<file path="config.mk">
export PLATFORM = sky130hd
export DESIGN_NAME = hdlc_address_recognition_status
export DESIGN_NICKNAME = d
export VERILOG_FILES = /design/src/rtl/hdlc_addr_pkg.sv /design/src/rtl/hdlc_address_recognition_status.sv
export VERILOG_INCLUDE_DIRS = /design/src /design/src/rtl
export SDC_FILE = /design/constraint.sdc
export NUM_CORES = 1
export LEC_CHECK = 0
export BUFFER_PORTS_ARGS = -buffer_cell sky130_fd_sc_hd__buf_2
export CAP_MARGIN = 10
export CORE_MARGIN = 10
export CORE_UTILIZATION = 45
export CTS_BUF_LIST = sky130_fd_sc_hd__clkbuf_2
export CTS_CLUSTER_SIZE = 16
export DETAILED_ROUTE_END_ITERATION = 8
export PLACE_DENSITY = 0.67
export SYNTH_ARGS = -nofsm -noshare
export SYNTH_HDL_FRONTEND = slang
export SYNTH_SLANG_ARGS = --single-unit
</file>
<file path="constraint.sdc">
create_clock -name clock_in -period 2.6 [get_ports clock_in]
set_input_delay 0 -clock clock_in [delete_from_list [all_inputs] [get_ports clock_in]]
set_output_delay 0 -clock clock_in [all_outputs]
set_load 0.01 [all_outputs]
</file>
<file path="src/rtl/hdlc_addr_defines.svh">
`ifndef HDLC_ADDR_DEFINES_SVH
`define HDLC_ADDR_DEFINES_SVH

// ****************************************
// Register indices, byte address is four times the index.
// ****************************************
// Shared indices carry the name of their read side.
`define IDX_TX_FIRST   8'h24
`define IDX_RX_COUNT   8'h25
`define IDX_RX_ADDR    8'h26
`define IDX_RX_STATUS  8'h27
`define IDX_TEI_FIRST  8'h28
`define IDX_TEI_SECOND 8'h29
`define IDX_MODE      8'h2c
`define IDX_CMD       8'h2d
`define IDX_STAT      8'h2e

// ****************************************
// Field positions and constants.
// ****************************************
`define ST_DATA       7
`define ST_OVF        6
`define ST_CRC        5
`define ST_ABORT      4
`define ST_SAPI_HI    3
`define ST_SAPI_LO    2
`define ST_CR         1
`define ST_TEI        0
`define CR_BIT        1
`define SIDE_BIT      1
`define MODULO_BIT    1
`define MODE_TWO_BYTE 3
`define CMD_DONE      0
`define GROUP_SAPI    6'h3f
`define GROUP_TEI     7'h7f
`define COUNT_RESET   8'h00
`define REG_RESET     8'h00
`define SA_FIRST      2'h2
`define SA_SECOND     2'h0
`define SA_GROUP      2'h1

`endif

</file>
<file path="src/rtl/hdlc_addr_pkg.sv">
package hdlc_addr_pkg;
  typedef enum logic [2:0] {
    MODE_AUTO,
    MODE_NONAUTO,
    MODE_TRANSP1,
    MODE_TRANSP2,
    MODE_TRANSP3
  } mode_t;
  typedef enum logic [2:0] {
    RX_ADDR1,
    RX_ADDR2,
    RX_CTRL,
    RX_DATA,
    RX_SKIP
  } rx_state_t;
  typedef enum logic [1:0] {
    TX_IDLE,
    TX_FIRST,
    TX_SECOND
  } tx_state_t;
endpackage

</file>
<file path="src/rtl/hdlc_address_recognition_status.sv">
// Summary of operation
// - Two-byte: first tx byte bit 1 replaced.
// - Sent C/R follows side select and frame type.
// - One-byte: command uses first, response second.
// - Second byte is TEI; auto-mode only.
// - Low count: block size plus 32-byte blocks.
// - Thirty-two received bytes read as 0x20.
// - Transparent mode 1 keeps first address byte.
// - Received C/R interpreted by side select.
// - Two-byte: first byte compared to both SAPIs, group.
// - Data-available flag shows FIFO holds data.
// - Overflow flag when a byte was lost.
// - CRC flag set when check sequence correct and no abort.
// - Abort flag set on seven ones.
// - Group SAPI FC/FE and group TEI FF.
// - Match codes per address length table.
// - Equal SAPIs: second pair reports 10 and 1.
// - Status frozen until receive-complete command.
// - Match bits valid only in listed modes.
// - Modulo select sets control field length in auto-mode.
// - Status C/R reports bit as received.
`timescale 1ns/1ns
`include "hdlc_addr_defines.svh"

module hdlc_address_recognition_status (
  // Clock and reset.
  input  wire logic       clock_in,
  input  wire logic       rst_in,
  // APB slave.
  input  wire logic       psel_in,
  input  wire logic       penable_in,
  input  wire logic       pwrite_in,
  input  wire logic [9:0] paddr_in,
  input  wire logic [31:0] pwdata_in,
  output logic      [31:0] prdata_out,
  output logic            pready_out,
  output logic            pslverr_out,
  // Received byte stream from the deframer.
  input  wire logic       rx_valid_in,
  input  wire logic [7:0] rx_byte_in,
  input  wire logic       rx_end_in,
  input  wire logic       rx_crc_ok_in,
  input  wire logic       rx_abort_in,
  input  wire logic       rx_fifo_ready_in,
  output logic            rx_fifo_push_out,
  output logic      [7:0] rx_fifo_data_out,
  output logic            message_end_event_out,
  output logic            rx_is_command_out,
  // Transmit address supply.
  input  wire logic       tx_req_in,
  input  wire logic       tx_response_in,
  input  wire logic       tx_ready_in,
  output logic            tx_valid_out,
  output logic      [7:0] tx_byte_out,
  output logic            modulo_select_out
);

  // ****************************************
  // Helpers.
  // ****************************************
  function automatic logic sapi_eq(input logic [7:0] a, input logic [7:0] b);
    return a[7:2] == b[7:2];
  endfunction

  function automatic logic tei_eq(input logic [7:0] a, input logic [7:0] b);
    return a[7:1] == b[7:1];
  endfunction

  function automatic hdlc_addr_pkg::mode_t decode_mode(input logic [2:0] f);
    case (f)
      3'h1: return hdlc_addr_pkg::MODE_NONAUTO;
      3'h2: return hdlc_addr_pkg::MODE_TRANSP1;
      3'h3: return hdlc_addr_pkg::MODE_TRANSP2;
      3'h4: return hdlc_addr_pkg::MODE_TRANSP3;
      default: return hdlc_addr_pkg::MODE_AUTO;
    endcase
  endfunction

  // ****************************************
  // Register file and APB.
  // ****************************************
  logic [7:0] tx_address_first, next_tx_address_first;
  logic [7:0] tx_address_second, next_tx_address_second;
  logic [7:0] service_point_first, next_service_point_first;
  logic [7:0] service_point_second, next_service_point_second;
  logic [7:0] endpoint_id_first, next_endpoint_id_first;
  logic [7:0] endpoint_id_second, next_endpoint_id_second;
  logic [3:0] mode_reg, next_mode_reg;
  logic [31:0] next_prdata;
  logic        next_pready;
  logic        next_pslverr;
  logic        done_write;
  logic [7:0]  rx_byte_count_low;
  logic [7:0]  rx_first_address_byte;
  logic [7:0]  rx_frame_status;
  logic        held;

  wire logic [7:0] idx = paddr_in[9:2];
  wire logic wr_go = psel_in & penable_in & pready_out & pwrite_in;
  wire hdlc_addr_pkg::mode_t mode = decode_mode(mode_reg[2:0]);
  wire logic two_byte = mode_reg[`MODE_TWO_BYTE];
  wire logic side_select = service_point_first[`SIDE_BIT];

  always_comb begin
    next_tx_address_first     = tx_address_first;
    next_tx_address_second    = tx_address_second;
    next_service_point_first  = service_point_first;
    next_service_point_second = service_point_second;
    next_endpoint_id_first    = endpoint_id_first;
    next_endpoint_id_second   = endpoint_id_second;
    next_mode_reg             = mode_reg;
    next_pready               = psel_in & ~penable_in;
    next_prdata               = 32'h0000_0000;
    next_pslverr              = 1'b0;
    done_write                = 1'b0;
    if (psel_in & ~penable_in) begin
      // Reads at shared indices take storage that writes never touch, so those indices stay independent.
      case (idx)
        `IDX_TX_FIRST, `IDX_TEI_FIRST, `IDX_TEI_SECOND, `IDX_CMD: next_prdata = 32'h0000_0000;
        `IDX_RX_COUNT:  next_prdata = {24'h00_0000, rx_byte_count_low};
        `IDX_RX_ADDR:   next_prdata = {24'h00_0000, rx_first_address_byte};
        `IDX_RX_STATUS: next_prdata = {24'h00_0000, rx_frame_status};
        `IDX_MODE: next_prdata = {28'h000_0000, mode_reg};
        `IDX_STAT: next_prdata = {29'h0000_0000, modulo_select_out, rx_is_command_out, held};
        default:   next_pslverr = 1'b1;
      endcase
    end
    if (wr_go && !pslverr_out) begin
      case (idx)
        `IDX_TX_FIRST:   next_tx_address_first     = pwdata_in[7:0];
        `IDX_RX_COUNT:   next_tx_address_second    = pwdata_in[7:0];
        `IDX_RX_ADDR:    next_service_point_first  = pwdata_in[7:0];
        `IDX_RX_STATUS:  next_service_point_second = pwdata_in[7:0];
        `IDX_TEI_FIRST:  next_endpoint_id_first    = pwdata_in[7:0];
        `IDX_TEI_SECOND: next_endpoint_id_second   = pwdata_in[7:0];
        `IDX_MODE:       next_mode_reg             = pwdata_in[3:0];
        `IDX_CMD:        done_write                = pwdata_in[`CMD_DONE];
        default:         next_mode_reg             = mode_reg;
      endcase
    end
  end

  always_ff @(posedge clock_in) begin
    if (rst_in) begin
      tx_address_first     <= `REG_RESET;
      tx_address_second    <= `REG_RESET;
      service_point_first  <= `REG_RESET;
      service_point_second <= `REG_RESET;
      endpoint_id_first    <= `REG_RESET;
      endpoint_id_second   <= `REG_RESET;
      mode_reg             <= 4'h0;
      prdata_out           <= 32'h0000_0000;
      pready_out           <= 1'b0;
      pslverr_out          <= 1'b0;
    end else begin
      tx_address_first     <= next_tx_address_first;
      tx_address_second    <= next_tx_address_second;
      service_point_first  <= next_service_point_first;
      service_point_second <= next_service_point_second;
      endpoint_id_first    <= next_endpoint_id_first;
      endpoint_id_second   <= next_endpoint_id_second;
      mode_reg             <= next_mode_reg;
      prdata_out           <= next_prdata;
      pready_out           <= next_pready;
      pslverr_out          <= next_pslverr;
    end
  end

  // ****************************************
  // Receive address recognition and status.
  // ****************************************
  hdlc_addr_pkg::rx_state_t rx_state, next_rx_state;
  logic [7:0] next_rx_byte_count_low, next_rx_first_address_byte, next_rx_frame_status;
  logic       next_held, next_message_end, next_push, next_is_command, next_modulo;
  logic [7:0] next_push_data;
  logic [7:0] w_cnt, next_w_cnt;
  logic       w_ovf, next_w_ovf;
  logic [1:0] w_sa, next_w_sa;
  logic       w_ta, next_w_ta, w_cr, next_w_cr;
  logic [2:0] w_sm, next_w_sm;
  logic       ctl_left, next_ctl_left;
  logic       s1, s2, sg, t1, t2, tg;

  // Only auto-mode with modulo 128 carries a two-byte control field.
  wire logic two_ctl = (mode == hdlc_addr_pkg::MODE_AUTO) && service_point_second[`MODULO_BIT];

  always_comb begin
    next_rx_state              = rx_state;
    next_rx_byte_count_low     = rx_byte_count_low;
    next_rx_first_address_byte = rx_first_address_byte;
    next_rx_frame_status       = rx_frame_status;
    next_held                  = held & ~done_write;
    next_message_end           = 1'b0;
    next_push                  = 1'b0;
    next_push_data             = rx_fifo_data_out;
    next_is_command            = rx_is_command_out;
    next_modulo                = service_point_second[`MODULO_BIT];
    next_w_cnt                 = w_cnt;
    next_w_ovf                 = w_ovf;
    next_w_sa                  = w_sa;
    next_w_ta                  = w_ta;
    next_w_cr                  = w_cr;
    next_w_sm                  = w_sm;
    next_ctl_left              = ctl_left;
    s1 = sapi_eq(rx_byte_in, service_point_first);
    s2 = sapi_eq(rx_byte_in, service_point_second);
    sg = rx_byte_in[7:2] == `GROUP_SAPI;
    t1 = tei_eq(rx_byte_in, endpoint_id_first);
    t2 = tei_eq(rx_byte_in, endpoint_id_second);
    tg = rx_byte_in[7:1] == `GROUP_TEI;
    if (rx_end_in | rx_abort_in) begin
      // A frame end meeting the acknowledge in the same cycle is still reported.
      if (rx_state != hdlc_addr_pkg::RX_SKIP && (!held || done_write)) begin
        next_held                  = 1'b1;
        next_message_end           = 1'b1;
        next_rx_byte_count_low     = w_cnt;
        next_rx_frame_status       = {w_cnt != 8'h00, w_ovf, rx_crc_ok_in & ~rx_abort_in, rx_abort_in,
                                      w_sa, w_cr, w_ta};
        // Subscriber side takes C/R one as command, network side zero.
        next_is_command            = w_cr ^ side_select;
      end
      next_rx_state = (mode == hdlc_addr_pkg::MODE_TRANSP2) ? hdlc_addr_pkg::RX_DATA : hdlc_addr_pkg::RX_ADDR1;
      next_w_cnt    = 8'h00;
      next_w_ovf    = 1'b0;
      next_w_sa     = 2'h0;
      next_w_ta     = 1'b0;
      next_w_cr     = 1'b0;
      next_ctl_left = 1'b0;
    end else if (rx_valid_in) begin
      case (rx_state)
        hdlc_addr_pkg::RX_ADDR1: begin
          next_w_cr = rx_byte_in[`CR_BIT];
          next_w_sm = {s1, s2, sg};
          if (mode == hdlc_addr_pkg::MODE_TRANSP1) begin
            next_rx_first_address_byte = rx_byte_in;
            next_rx_state              = hdlc_addr_pkg::RX_ADDR2;
          end else if (mode == hdlc_addr_pkg::MODE_TRANSP3) begin
            // Only the SAPI code is meaningful here; the TEI bit stays zero.
            next_w_sa     = s1 ? `SA_FIRST : (s2 ? `SA_SECOND : `SA_GROUP);
            next_rx_state = (s1 | s2 | sg) ? hdlc_addr_pkg::RX_DATA : hdlc_addr_pkg::RX_SKIP;
          end else if (two_byte) begin
            next_rx_state = (s1 | s2 | sg) ? hdlc_addr_pkg::RX_ADDR2 : hdlc_addr_pkg::RX_SKIP;
          end else begin
            next_w_ta     = t1;
            next_rx_state = (t1 | t2) ? hdlc_addr_pkg::RX_CTRL : hdlc_addr_pkg::RX_SKIP;
          end
        end
        hdlc_addr_pkg::RX_ADDR2: begin
          next_rx_state = hdlc_addr_pkg::RX_CTRL;
          if (mode == hdlc_addr_pkg::MODE_TRANSP1) begin
            next_w_ta = t1 | t2;
            if (!(t1 | t2 | tg)) begin
              next_rx_state = hdlc_addr_pkg::RX_SKIP;
            end
          end else if (w_sm[2] && (tg || t1 || (w_sm[1] && t2))) begin
            // First SAPI wins, so equal SAPIs report the first code.
            next_w_sa = `SA_FIRST;
            next_w_ta = ~tg;
          end else if (w_sm[1] && (tg || t2)) begin
            next_w_sa = `SA_SECOND;
            next_w_ta = ~tg;
          end else if (w_sm[0] && (tg || t1 || t2)) begin
            next_w_sa = `SA_GROUP;
            next_w_ta = ~tg;
          end else begin
            next_rx_state = hdlc_addr_pkg::RX_SKIP;
          end
        end
        hdlc_addr_pkg::RX_CTRL: begin
          // The flag marks a first control byte taken, so it never goes stale after reset or a mode change.
          next_ctl_left = two_ctl & ~ctl_left;
          if (ctl_left || !two_ctl) begin
            next_rx_state = hdlc_addr_pkg::RX_DATA;
          end
        end
        hdlc_addr_pkg::RX_DATA: begin
          next_push_data = rx_byte_in;
          if (rx_fifo_ready_in) begin
            next_push  = 1'b1;
            next_w_cnt = w_cnt + 8'h01;
          end else begin
            next_w_ovf = 1'b1;
          end
        end
        default: next_rx_state = rx_state;
      endcase
    end
  end

  always_ff @(posedge clock_in) begin
    if (rst_in) begin
      rx_state              <= hdlc_addr_pkg::RX_ADDR1;
      rx_byte_count_low     <= `COUNT_RESET;
      rx_first_address_byte <= `REG_RESET;
      rx_frame_status       <= `REG_RESET;
      held                  <= 1'b0;
      message_end_event_out <= 1'b0;
      rx_fifo_push_out      <= 1'b0;
      rx_fifo_data_out      <= 8'h00;
      rx_is_command_out     <= 1'b0;
      modulo_select_out     <= 1'b0;
      w_cnt                 <= 8'h00;
      w_ovf                 <= 1'b0;
      w_sa                  <= 2'h0;
      w_ta                  <= 1'b0;
      w_cr                  <= 1'b0;
      w_sm                  <= 3'h0;
      ctl_left              <= 1'b0;
    end else begin
      rx_state              <= next_rx_state;
      rx_byte_count_low     <= next_rx_byte_count_low;
      rx_first_address_byte <= next_rx_first_address_byte;
      rx_frame_status       <= next_rx_frame_status;
      held                  <= next_held;
      message_end_event_out <= next_message_end;
      rx_fifo_push_out      <= next_push;
      rx_fifo_data_out      <= next_push_data;
      rx_is_command_out     <= next_is_command;
      modulo_select_out     <= next_modulo;
      w_cnt                 <= next_w_cnt;
      w_ovf                 <= next_w_ovf;
      w_sa                  <= next_w_sa;
      w_ta                  <= next_w_ta;
      w_cr                  <= next_w_cr;
      w_sm                  <= next_w_sm;
      ctl_left              <= next_ctl_left;
    end
  end

  // ****************************************
  // Transmit address supply.
  // ****************************************
  hdlc_addr_pkg::tx_state_t tx_state, next_tx_state;
  logic       next_tx_valid;
  logic [7:0] next_tx_byte;

  always_comb begin
    next_tx_state = tx_state;
    next_tx_valid = tx_valid_out;
    next_tx_byte  = tx_byte_out;
    case (tx_state)
      hdlc_addr_pkg::TX_IDLE: begin
        // Address bytes are only supplied in auto-mode.
        if (tx_req_in && mode == hdlc_addr_pkg::MODE_AUTO) begin
          next_tx_state = hdlc_addr_pkg::TX_FIRST;
          next_tx_valid = 1'b1;
          if (two_byte) begin
            next_tx_byte = {tx_address_first[7:2], tx_response_in ^ side_select,
                            tx_address_first[0]};
          end else begin
            next_tx_byte = tx_response_in ? tx_address_second : tx_address_first;
          end
        end
      end
      hdlc_addr_pkg::TX_FIRST: begin
        if (tx_ready_in) begin
          if (two_byte) begin
            next_tx_state = hdlc_addr_pkg::TX_SECOND;
            next_tx_byte  = tx_address_second;
          end else begin
            next_tx_state = hdlc_addr_pkg::TX_IDLE;
            next_tx_valid = 1'b0;
          end
        end
      end
      hdlc_addr_pkg::TX_SECOND: begin
        if (tx_ready_in) begin
          next_tx_state = hdlc_addr_pkg::TX_IDLE;
          next_tx_valid = 1'b0;
        end
      end
      default: next_tx_state = hdlc_addr_pkg::TX_IDLE;
    endcase
  end

  always_ff @(posedge clock_in) begin
    if (rst_in) begin
      tx_state     <= hdlc_addr_pkg::TX_IDLE;
      tx_valid_out <= 1'b0;
      tx_byte_out  <= 8'h00;
    end else begin
      tx_state     <= next_tx_state;
      tx_valid_out <= next_tx_valid;
      tx_byte_out  <= next_tx_byte;
    end
  end
endmodule

</file>
==> impl_results.md, run 1 <==
- Critical path class: reg -> reg
- Leading area contributor after synthesis: dfxtp_1
- Total grt overflow: 0
- Worst-margin pin slew: 0.814 ns
- Data arrival, critical path: 3.10 ns
- Final period utilization: 93.4%
- Antenna-violating nets left: 0
- R2R cell count: 8
- Worst R2R Start: pready_out$_SDFF_PP0_
- Post-synth top cells: dfxtp_1, nor2_1, mux2i_1
- Initial antenna violation count: 0
- Global-route wire length before repair: 24,200 um
- Placement Rows: 41
- FMAX: 0.412 GHz
- Pre-antenna DRT Iters: 5
- Layout cells sized above 1: 16.2%
- Internal power: 2.44 mW
- Synth Flop Type: dfxtp_1
- CP Capture Type: flip-flop
- Syn avg cell area: 9.05 sq um
- Post-Syn Area: 5930 sq um
- H-tree depth: 4
- Post-synth cell types: 63
- Async SR Flop Fraction: 0%
- Vias in the first global route: 4,825
- Clock skew: 0.0226 ns
- Min-Delay Endpoint: tx_address_first[1]$_SDFFE_PP0P_
- Slew headroom: 45.7%
- Ant diodes: 0
- Clock power share: 30.6%
- Seq/Total Area, Yosys: 42.5%
- DP Worst Slack: 0.486 ns
- Leakage: 2.79 nW
- Hold depth: 6
- Max VDD drop: 0.252 mV
- Core box area: 12,800 sq um
- Top cells by area, synth: dfxtp_1, mux2i_1, nor2_1, xor2_1, buf_4
- Via/cell ratio: 5.25
- Status: completed
- GR Util All Layers: 16.5%
- Die W: 135 um
- Final Instance Count excl. Fillers: 954
- Chip height: 135 um
- Post-synth EDFFs: 0
- Final setup viols: 0
- Sequential Power Share: 58.0%
- Hold Startpoint: psel_in
- Worst-path clk slew: 0.19 ns
- Synth warn: 0
- Gate power share: 11.4%
- Initial core utilization: 46.4%
- Net Sw Frac: 28.5%
- Largest net degree at the start of global routing: 80
- R2r setup slk: 0.17 ns
- Drt initial violations: 336
- Total CTS buffers: 17
- Synth top area share: 42.5%
- P per Cell Area: 483 nW/um^2
- Layout area overhead: 19.3%
- Via count: 5,011
- DRC Markers: 0
- Cells after synthesis: 655
- # IOs: 118
- Max_cap viols: 0
- Worst r2r dst: mode_reg[0]$_SDFFE_PP0P_
- TritonCTS Sinks: 126
- Layout fillers: 1,145
- TritonCTS clock tree: built
- GPL Wtd Cong: 0.853
- Hold Fails Final Rpt: 0
- Fin. max-slew vios: 0
- #FFs+latches synth: 126
- DIE AREA: 18,200 sq um
- Final Critical Period: 2.43 ns
- Worst min-delay path class: in -> reg
- Most frequent cell after synthesis: dfxtp_1
- Latest clock arrival within the worst-skew pair: 0.71 ns
- Worst endpoint required time: 3.28 ns
- IO Port Bufs: 67
- Clock Path Buffers: 2
- Nets: 838
- Post-route setup slack: 0.172 ns
- RSZ-0062 raised after global routing: false
- Crit start category: flip-flop
- CTS root buffer: clkbuf_2
- Switching Power: 973 uW
- Final HPWL DP: 10,500 um
- Crit-path max FO: 8
- Setup TNS: 0 ns
- DP Cell Count: 866
- Drt total wl: 15,000 um
- Avg WL per Cell: 15.8 um
## how the worst max path moves through the flow
stage	start	end	slack, ns
6_report	pready_out$_SDFF_PP0_	mode_reg[0]$_SDFFE_PP0P_	0.17
5_1_grt	pready_out$_SDFF_PP0_	mode_reg[1]$_SDFFE_PP0P_	0.06
4_1_cts	paddr_in[8]	mode_reg[2]$_SDFFE_PP0P_	0.02
3_5_place_dp	endpoint_id_second[6]$_SDFFE_PP0P_	w_sa[0]$_SDFFE_PP0P_	0.49
3_3_place_gp	endpoint_id_second[6]$_SDFFE_PP0P_	w_sa[0]$_SDFFE_PP0P_	0.54
2_1_floorplan	pready_out$_SDFF_PP0_	rx_byte_count_low[1]$_SDFFE_PP0P_	0.65
## critical path, stage by stage, from the launching register on
cell and delay [ns]:
dfxtp_1 0.37, nand4_1 0.13, nor2_2 0.20, nand2_2 0.19, nor2_4 0.16, nand2_1 0.08, dlygate4sd3_1 0.57, a21oi_1 0.15
dlygate4sd3_1 0.56
## power groups by stage
| stage | Sequential (mW) | Combinational, mW | Clock [mW] |
|---|---|---|---|
| 2_1_floorplan | 2.03 | 0.238 | 0 |
| 3_5_place_dp | 2.02 | 0.335 | 0 |
| 5_1_grt | 1.99 | 0.427 | 1.19 |
| 4_1_cts | 1.98 | 0.381 | 1.08 |
| 6_report | 1.98 | 0.391 | 1.05 |
| 3_3_place_gp | 2.02 | 0.330 | 0 |
## area by class of cell
cell class,count,area (sq um),share of cell area (%)
clock buffers,17,85.1,1.20
clock inverters,14,104,1.47
inverters,10,37.5,0.531
multi-input cells,481,3130,44.2
flip-flops and latches,126,2520,35.7
well taps,172,215,3.04
repair buffers,134,981,13.9
## per-stage QoR
| step | util [%] | hold slack (ns) | cell area [sq um] | total power [mW] |
|---|---|---|---|---|
| floorplan | - | 0.106 | 6010 | 2.27 |
| global placement | 49.3 | 0.220 | 6290 | 2.35 |
| detailed placement | 49.3 | 0.234 | 6290 | 2.36 |
| CTS | 54.8 | 0.00234 | 7000 | 3.44 |
| global route | 55.4 | 0.00423 | 7070 | 3.60 |
| finish | 55.4 | 0.0191 | 7070 | 3.42 |
## cell usage in the layout (no fill, tap or decap), types with 17 or more instances in the layout
cell,synthesis,routed
xor2_1,23,23
dlygate4sd3_1,0,57
conb_1,1,24
nand2_1,35,34
buf_2,11,67
mux2i_1,78,78
a21oi_1,34,34
nand3_1,18,18
nor2_1,114,112
o21ai_0,18,18
dfxtp_1,126,126
clkbuf_2,0,17
## layer usage
layer	up-vias	routed length [um]	GRT usage, %
li1	2458	-	-
met1	2363	6830	20.7
met2	166	7020	25.7
met3	24	962	5.56
met4	0	234	5.99
met5	-	0	0
## cells by family after synthesis
family	synth area share, %
buffers and inverters	6.50
XOR/XNOR	5.17
adder cells (fa/ha/maj)	1.06
AO/OA/AOI/OAI	10.8
other	0.0633
flip-flops	42.5
multiplexers	14.7
AND/OR/NAND/NOR	19.1
## what timing repair did
item	in CTS	in global routing
resized for setup	0	5
hold buffers	52	6
hold endpoints to repair	111	10
buffers inserted	0	0
setup endpoints to repair	0	4
No activity file was read; power rests on OpenSTA's default activity.
==> run 2, diff against run 1 <==
--- a/config.mk
+++ b/config.mk
@@ -8,2 +8,3 @@
 export LEC_CHECK = 0
+export ABC_AREA = 1
 export BUFFER_PORTS_ARGS = -buffer_cell sky130_fd_sc_hd__buf_2
--- a/constraint.sdc
+++ b/constraint.sdc
@@ -3,2 +3,2 @@
 set_output_delay 0 -clock clock_in [all_outputs]
-set_load 0.01 [all_outputs]
+set_load 0.1 [all_outputs]
==> run 2 against run 1 <==
- register-to-register slack barely moved
- clock skew rose by 0.019 ns
- sequential share of layout area fell by 0.79 points
- combinational power rose by 110%
- clock-buffer cell count did not move
- worst setup slack got worse by 0.12 ns
- non-clock buffer count rose by 8
- wire length rose by 9.7%
- die area rose by 0.47%
- area after synthesis rose by 0.55%
- largest cell class unchanged
- highest routed layer unchanged
==> impl_results.md, run 2 <==
- Post-synth top cells: nand2_1, dfxtp_1, nor2_1
- Final Critical Period: 2.54 ns (+0.116 ns)
- Hold Fails Final Rpt: 0 (unchanged)
- Pre-antenna DRT Iters: 5 (unchanged)
- Drt initial violations: 546 (+63%)
- Worst min-delay path class: in -> reg
- # IOs: 118 (unchanged)
- Overall power: 4.02 mW (+18%)
- Synth warn: 0 (unchanged)
- Crit-path leading delay family: buffers and inverters
- Layout cells sized above 1: 14.9% (-1.3 points)
- IO Port Bufs: 67 (unchanged)
- End of the critical path: service_point_second[3]$_SDFFE_PP0P_
- Synth top area share: 42.3% (-0.23 points)
- Status: completed
- Cell depth of the worst setup path: 9 (+1)
- Post-synth cell types: 42 (-33%)
- DRC Markers: 0 (unchanged)
- Post-Syn Area: 5960 sq um (+0.55%)
- TritonCTS clock tree: built
- Leading area contributor after synthesis: dfxtp_1
- Slew headroom: 49.3% (+3.6 points)
- Nets: 1,013 (+21%)
- Initial antenna violation count: 0 (unchanged)
- Post-synth EDFFs: 0 (unchanged)
- Commonest cells after routing, fill and taps aside: nand2_1, dfxtp_1, nor2_1, inv_1, a21oi_1
- Crit-path max FO: 5 (-3)
- Die W: 135 um (+0.23%)
- Placed cell areas: 6330 sq um (+0.66%)
- Clock skew: 0.0418 ns (+0.0192 ns)
- P per Cell Area: 555 nW/um^2 (+15%)
- H-tree depth: 4 (unchanged)
- Worst-margin pin slew: 0.755 ns (-0.0591 ns)
- Final HPWL DP: 11,400 um (+8.8%)
- Most frequent cell after synthesis: nand2_1
- Chip height: 135 um (+0.23%)
- Crit start category: input pin
- R2R cell count: 6 (-2)
- Total grt overflow: 0 (unchanged)
- TritonCTS Sinks: 126 (unchanged)
- GPL Wtd Cong: 0.936 (+9.8%)
- Worst-path clk slew: 0.19 ns (about the same)
- Async SR Flop Fraction: 0% (unchanged)
- CP Buf/Inv Count: 6 (+4)
- Via/cell ratio: 5.00 (-4.9%)
- Latest clock arrival within the worst-skew pair: 0.73 ns (+0.02 ns)
- Antenna-violating nets left: 0 (unchanged)
- Worst r2r dst: service_point_first[2]$_SDFFE_PP0P_
- Global-route wire length before repair: 27,000 um (+11%)
- Max_cap viols: 0 (unchanged)
- Critical Path Slowest Stage Cell: dlygate4sd3_1
- #FFs+latches synth: 126 (unchanged)
- Initial core utilization: 46.7% (+0.25 points)
- Post-route setup slack: 0.0560 ns (-0.116 ns)
- Hold depth: 9 (+3)
- Top cells by area, synth: dfxtp_1, nand2_1, a21oi_1, o21ai_0, nor2_1
- FMAX: 0.393 GHz (-4.6%)
- Most used cell, CP: dlygate4sd3_1
- DIE AREA: 18,200 sq um (+0.47%)
- Vias in the first global route: 5,479 (+14%)
- CP max stage delay: 0.66 ns (+0.09 ns)
- Critical path class: in -> reg
- CP startpoint: paddr_in[3]
- Max VDD drop: 0.218 mV (-13%)
- Leakage: 3.09 nW (+11%)
- Worst endpoint required time: 3.27 ns (about the same)
- CP Cell Sequence: dlygate4sd3_1, buf_2, inv_1, nor3_4, dlygate4sd3_1, nand3_1, dlygate4sd3_1, a21oi_1, dlygate4sd3_1
- Clock Path Buffers: 2 (unchanged)
- Core box area: 12,800 sq um (unchanged)
- Synth Flop Type: dfxtp_1
- Cells after synthesis: 815 (+24%)
- Largest net degree at the start of global routing: 55 (-31%)
- Drt total wl: 16,500 um (+9.7%)
- Placement Rows: 41 (unchanged)
- Fin area: 7230 sq um (+2.3%)
- CP Capture Type: flip-flop
- Data arrival, critical path: 3.22 ns (+0.12 ns)
- Worst R2R Start: pslverr_out$_SDFF_PP0_
- Syn avg cell area: 7.31 sq um (-19%)
- Fin. max-slew vios: 0 (unchanged)
- Commonest non-fill, non-tap cell in the layout: nand2_1
- Seq/Total Area, Yosys: 42.3% (-0.23 points)
- R2r setup slk: 0.17 ns (about the same)
- DP Worst Slack: 0.690 ns (+0.204 ns)
- Avg WL per Cell: 14.6 um (-7.4%)
- CTS root buffer: clkbuf_2
- Final period utilization: 97.8% (+4.5 points)
- Total CTS buffers: 17 (unchanged)
- Ant diodes: 0 (unchanged)
- Via count: 5,645 (+13%)
- GR Util All Layers: 18.3% (+1.8 points)
- Layout area overhead: 21.3%
- Final setup viols: 0 (unchanged)
[run 2: cell types whose count changed in the layout (fill, tap and decap cells not counted), moves of 6 or more]
cell | previous run | this run
a211oi_1 | 9 | 20
a21oi_1 | 34 | 91
a22oi_1 | 9 | 0
inv_1 | 10 | 91
mux2_2 | 8 | 0
mux2i_1 | 78 | 0
nand2_1 | 34 | 143
nand3_1 | 18 | 38
nand4_1 | 8 | 2
nor2_1 | 112 | 92
o21ai_0 | 18 | 76
xor2_1 | 23 | 11
[run 2: worst reg2reg max path: stages (launching register included)]
cell           delay [ns]
dfxtp_1              0.38
nor4_4               0.41
buf_4                0.24
nand3_1              0.10
dlygate4sd3_1        0.60
a21oi_1              0.14
dlygate4sd3_1        0.57
[run 2: final cells by class]
type | instances | area [sq um]
clock buffer | 17 | 85.1
clock inverter | 15 | 149
fill | 1250 | 5540
inverter | 98 | 369
multi-input combinational | 560 | 2840
sequential | 126 | 2520
tap | 172 | 215
timing repair buffer | 142 | 1060
[run 2: logic make-up (layout without fill, tap and decap cells)]
| kind of cell | after synthesis | after routing | share of synthesized area, % |
|---|---|---|---|
| buffers and inverters | 152 | 272 | 11.8 |
| adders and majority gates | 5 | 5 | 1.05 |
| and+or+nand+nor | 307 | 307 | 22.8 |
| xor gates and xnor gates | 18 | 18 | 2.64 |
| DFF | 126 | 126 | 42.3 |
| other | 1 | 24 | 0.0629 |
| AOI/OAI and AO/OA | 206 | 206 | 19.4 |
[run 2: worst min path at each step]
stage / end / start / slack (ns)
finish: prdata_out[7]$_SDFF_PP0_ / paddr_in[5] / 0.12
global route: service_point_second[2]$_SDFFE_PP0P_ / pwdata_in[2] / 0.09
CTS: prdata_out[7]$_SDFF_PP0_ / paddr_in[5] / 0.04
detailed placement: pready_out$_SDFF_PP0_ / penable_in / 0.21
global placement: pready_out$_SDFF_PP0_ / penable_in / 0.21
floorplan: pready_out$_SDFF_PP0_ / penable_in / 0.09
[run 2: per-layer routing]
layer  part of all wire [%]  global-route usage [%]  vias to the layer above
met1                     47                    23.2                     2575
met2                     45                    29.4                      164
met4                    1.1                    5.26                        0
met5                      0                       0                        -
met3                    7.1                    5.45                       20
li1                       -                       -                     2886
[run 2: through the flow]
| step | utilization, % | std cells | hold slack [ns] | TNS (ns) |
|---|---|---|---|---|
| after floorplan | - | 838 | 0.0944 | 0 |
| after global placement | 49.6 | 1032 | 0.214 | 0 |
| after detailed placement | 49.6 | 1032 | 0.213 | 0 |
| after CTS | 56.3 | 1126 | 0.0437 | 0 |
| after global routing | 56.6 | 1130 | 0.0863 | -0.000916 |
| final | 56.6 | 1130 | 0.116 | 0 |
[run 2: power by group]
group | internal [mW] | switching (mW)
registers | 1.98 | 0.0255
clock network | 0.432 | 0.770
logic | 0.221 | 0.585
total | 2.64 | 1.38
[run 2: timing repair]
action                                  CTS  global route
endpoints found under the setup margin    0             7
hold endpoints to repair                116             0
hold buffers                             62             0
resized for setup                         0             3
buffers inserted                          0             4
==> run 3, diff against run 2 <==
SETUP_SLACK_MARGIN = 0.15   (was not set)
==> run 3 against run 2 <==
- final area is 1.2% lower
- fmax grew 9.1%
- sequential power about the same
- non-clock buffer count shrank 9
- register-to-register slack gained 0.13 ns
- die area is the same
- via count fell by 0.99%
- highest routed layer unchanged
==> impl_results.md, run 3 (synthesis gave the netlist of run 2 again) <==
- Status: completed
- Critical path class: in -> reg
- Max_cap viols: 0 (unchanged)
- Overall power: 3.99 mW (-0.78%)
- IO Port Bufs: 67 (unchanged)
- Commonest cells after routing, fill and taps aside: nand2_1, dfxtp_1, inv_1, a21oi_1, nor2_1
- Layout fillers: 1,261 (+0.88%)
- Leakage: 3.02 nW (-2.4%)
- Initial antenna violation count: 0 (unchanged)
- R2R cell count: 9 (+3)
- Antenna-violating nets left: 0 (unchanged)
- RSZ-0062 raised after global routing: true
- Total CTS buffers: 17 (unchanged)
- GR Util All Layers: 18.0% (-0.26 points)
- TritonCTS Sinks: 126 (unchanged)
- Chip height: 135 um (unchanged)
- DIE AREA: 18,200 sq um (unchanged)
- TritonCTS clock tree: built
- Data arrival, critical path: 3.00 ns (-0.22 ns)
- Hold Fails Final Rpt: 0 (unchanged)
- Drt total wl: 16,200 um (-1.6%)
- Crit-path max FO: 4 (-1)
- Via/cell ratio: 4.99 (-0.20%)
- Avg WL per Cell: 14.5 um (-0.85%)
- Commonest non-fill, non-tap cell in the layout: nand2_1
- Clock Path Buffers: 2 (unchanged)
- Setup TNS: 0 ns (unchanged)
- H-tree depth: 4 (unchanged)
- Core box area: 12,800 sq um (unchanged)
- Clock skew: 0.0338 ns (-0.00807 ns)
- Total grt overflow: 0 (unchanged)
- P per Cell Area: 558 nW/um^2 (+0.42%)
- Pre-antenna DRT Iters: 5 (unchanged)
- GPL Wtd Cong: 0.936 (unchanged)
- Hold depth: 5 (-4)
- Hold Startpoint: rx_fifo_ready_in
- Worst R2R Start: mode_reg[1]$_SDFFE_PP0P_
- CTS root buffer: clkbuf_2
- Worst endpoint required time: 3.27 ns (about the same)
- Die W: 135 um (unchanged)
- DRC Markers: 0 (unchanged)
- R2r setup slk: 0.30 ns (+0.13 ns)
- Vias in the first global route: 5,409 (-1.3%)
- FMAX: 0.429 GHz (+9.1%)
- Worst-margin pin slew: 0.754 ns (-0.000349 ns)
- Drt initial violations: 423 (-23%)
- Min-Delay Endpoint: w_ovf$_SDFFE_PP0P_
- Worst min-delay path class: in -> reg
- Ant diodes: 0 (unchanged)
- Via count: 5,589 (-0.99%)
- Layout area overhead: 19.9%
- Worst-path clk slew: 0.18 ns (about the same)
- Slew headroom: 49.3% (about the same)
- Worst r2r dst: tx_state[1]$_SDFFE_PP0P_
- Nets: 1,004 (-0.89%)
- Crit start category: input pin
- Final Critical Period: 2.33 ns (-0.211 ns)
- # IOs: 118 (unchanged)
- Latest clock arrival within the worst-skew pair: 0.73 ns (about the same)
- Largest net degree at the start of global routing: 55 (unchanged)
- Worst hold slack: 0.123 ns (+0.00725 ns)
- Initial core utilization: 46.7% (unchanged)
- Final setup viols: 0 (unchanged)
- Max VDD drop: 0.216 mV (-0.73%)
- Global-route wire length before repair: 26,700 um (-1.2%)
- Final period utilization: 89.7% (-8.1 points)
- Layout cells sized above 1: 15.3% (+0.35 points)
- Final HPWL DP: 11,400 um (unchanged)
- CP Capture Type: flip-flop
- Placement Rows: 41 (unchanged)
- Fin. max-slew vios: 0 (unchanged)
[run 3: changes by cell type in the layout (fill, tap and decap cells not counted), sizes merged]
cell,previous run,this run
dlygate4sd3,61,52
[run 3: per-layer routing]
metal / GRT usage, % / wire [um] / vias up
met4: 5.26 / 212 / 0
met5: 0 / 0 / -
li1: - / - / 2858
met1: 23.0 / 7620 / 2538
met3: 5.60 / 1220 / 20
met2: 28.5 / 7190 / 173
[run 3: power breakdown]
| part | switching (mW) | internal (mW) |
|---|---|---|
| Sequential | 0.0252 | 1.98 |
| Combinational | 0.580 | 0.199 |
| Clock | 0.766 | 0.432 |
[run 3: final cells by class]
type,instances,area [sq um],area share (%)
Timing Repair Buffer,133,966,13.5
Tap cell,172,215,3.01
Clock inverter,15,149,2.08
Multi-Input combinational cell,560,2840,39.7
Sequential cell,126,2520,35.3
Inverter,98,369,5.17
Clock buffer,17,85.1,1.19
[run 3: critical path, cell delays in order]
cell	delay, ns
dlygate4sd3_1	0.53
buf_2	0.11
nand3b_1	0.19
nor2_1	0.26
inv_1	0.16
nor3_2	0.27
dlygate4sd3_1	0.68
nand3_1	0.10
dlygate4sd3_1	0.56
a21oi_1	0.13
[run 3: metrics by stage]
| step | instances | setup slack [ns] | utilization (%) | instance area, sq um |
|---|---|---|---|---|
| after floorplan | 838 | 0.226 | - | 6050 |
| final | 1121 | 0.267 | 55.9 | 7150 |
| after global placement | 1032 | 0.722 | 49.6 | 6330 |
| after CTS | 1118 | 0.259 | 55.6 | 7110 |
| after global routing | 1121 | 0.146 | 55.9 | 7150 |
| after detailed placement | 1032 | 0.690 | 49.6 | 6330 |
[run 3: worst max path at each step]
stage | start | to | slack (ns) | cells after the start
after global routing | rx_state[1]$_SDFFE_PP0P_ | rx_fifo_data_out[0]$_SDFFE_PP0P_ | 0.15 | 7
after detailed placement | pready_out$_SDFF_PP0_ | endpoint_id_second[7]$_SDFFE_PP0P_ | 0.69 | 6
after floorplan | pready_out$_SDFF_PP0_ | rx_frame_status[7]$_SDFFE_PP0P_ | 0.23 | 8
final | paddr_in[6] | service_point_second[3]$_SDFFE_PP0P_ | 0.27 | 10
after global placement | mode_reg[0]$_SDFFE_PP0P_ | tx_byte_out[1]$_SDFFE_PP0P_ | 0.72 | 8
after CTS | mode_reg[2]$_SDFFE_PP0P_ | tx_state[1]$_SDFFE_PP0P_ | 0.26 | 9
[run 3: timing repair]
action | in CTS | in global routing
setup buffers | 0 | 4
endpoints found under the hold margin | 116 | 0
gates resized for setup | 0 | 5
hold buffers | 54 | 0
setup endpoints to repair | 0 | 12
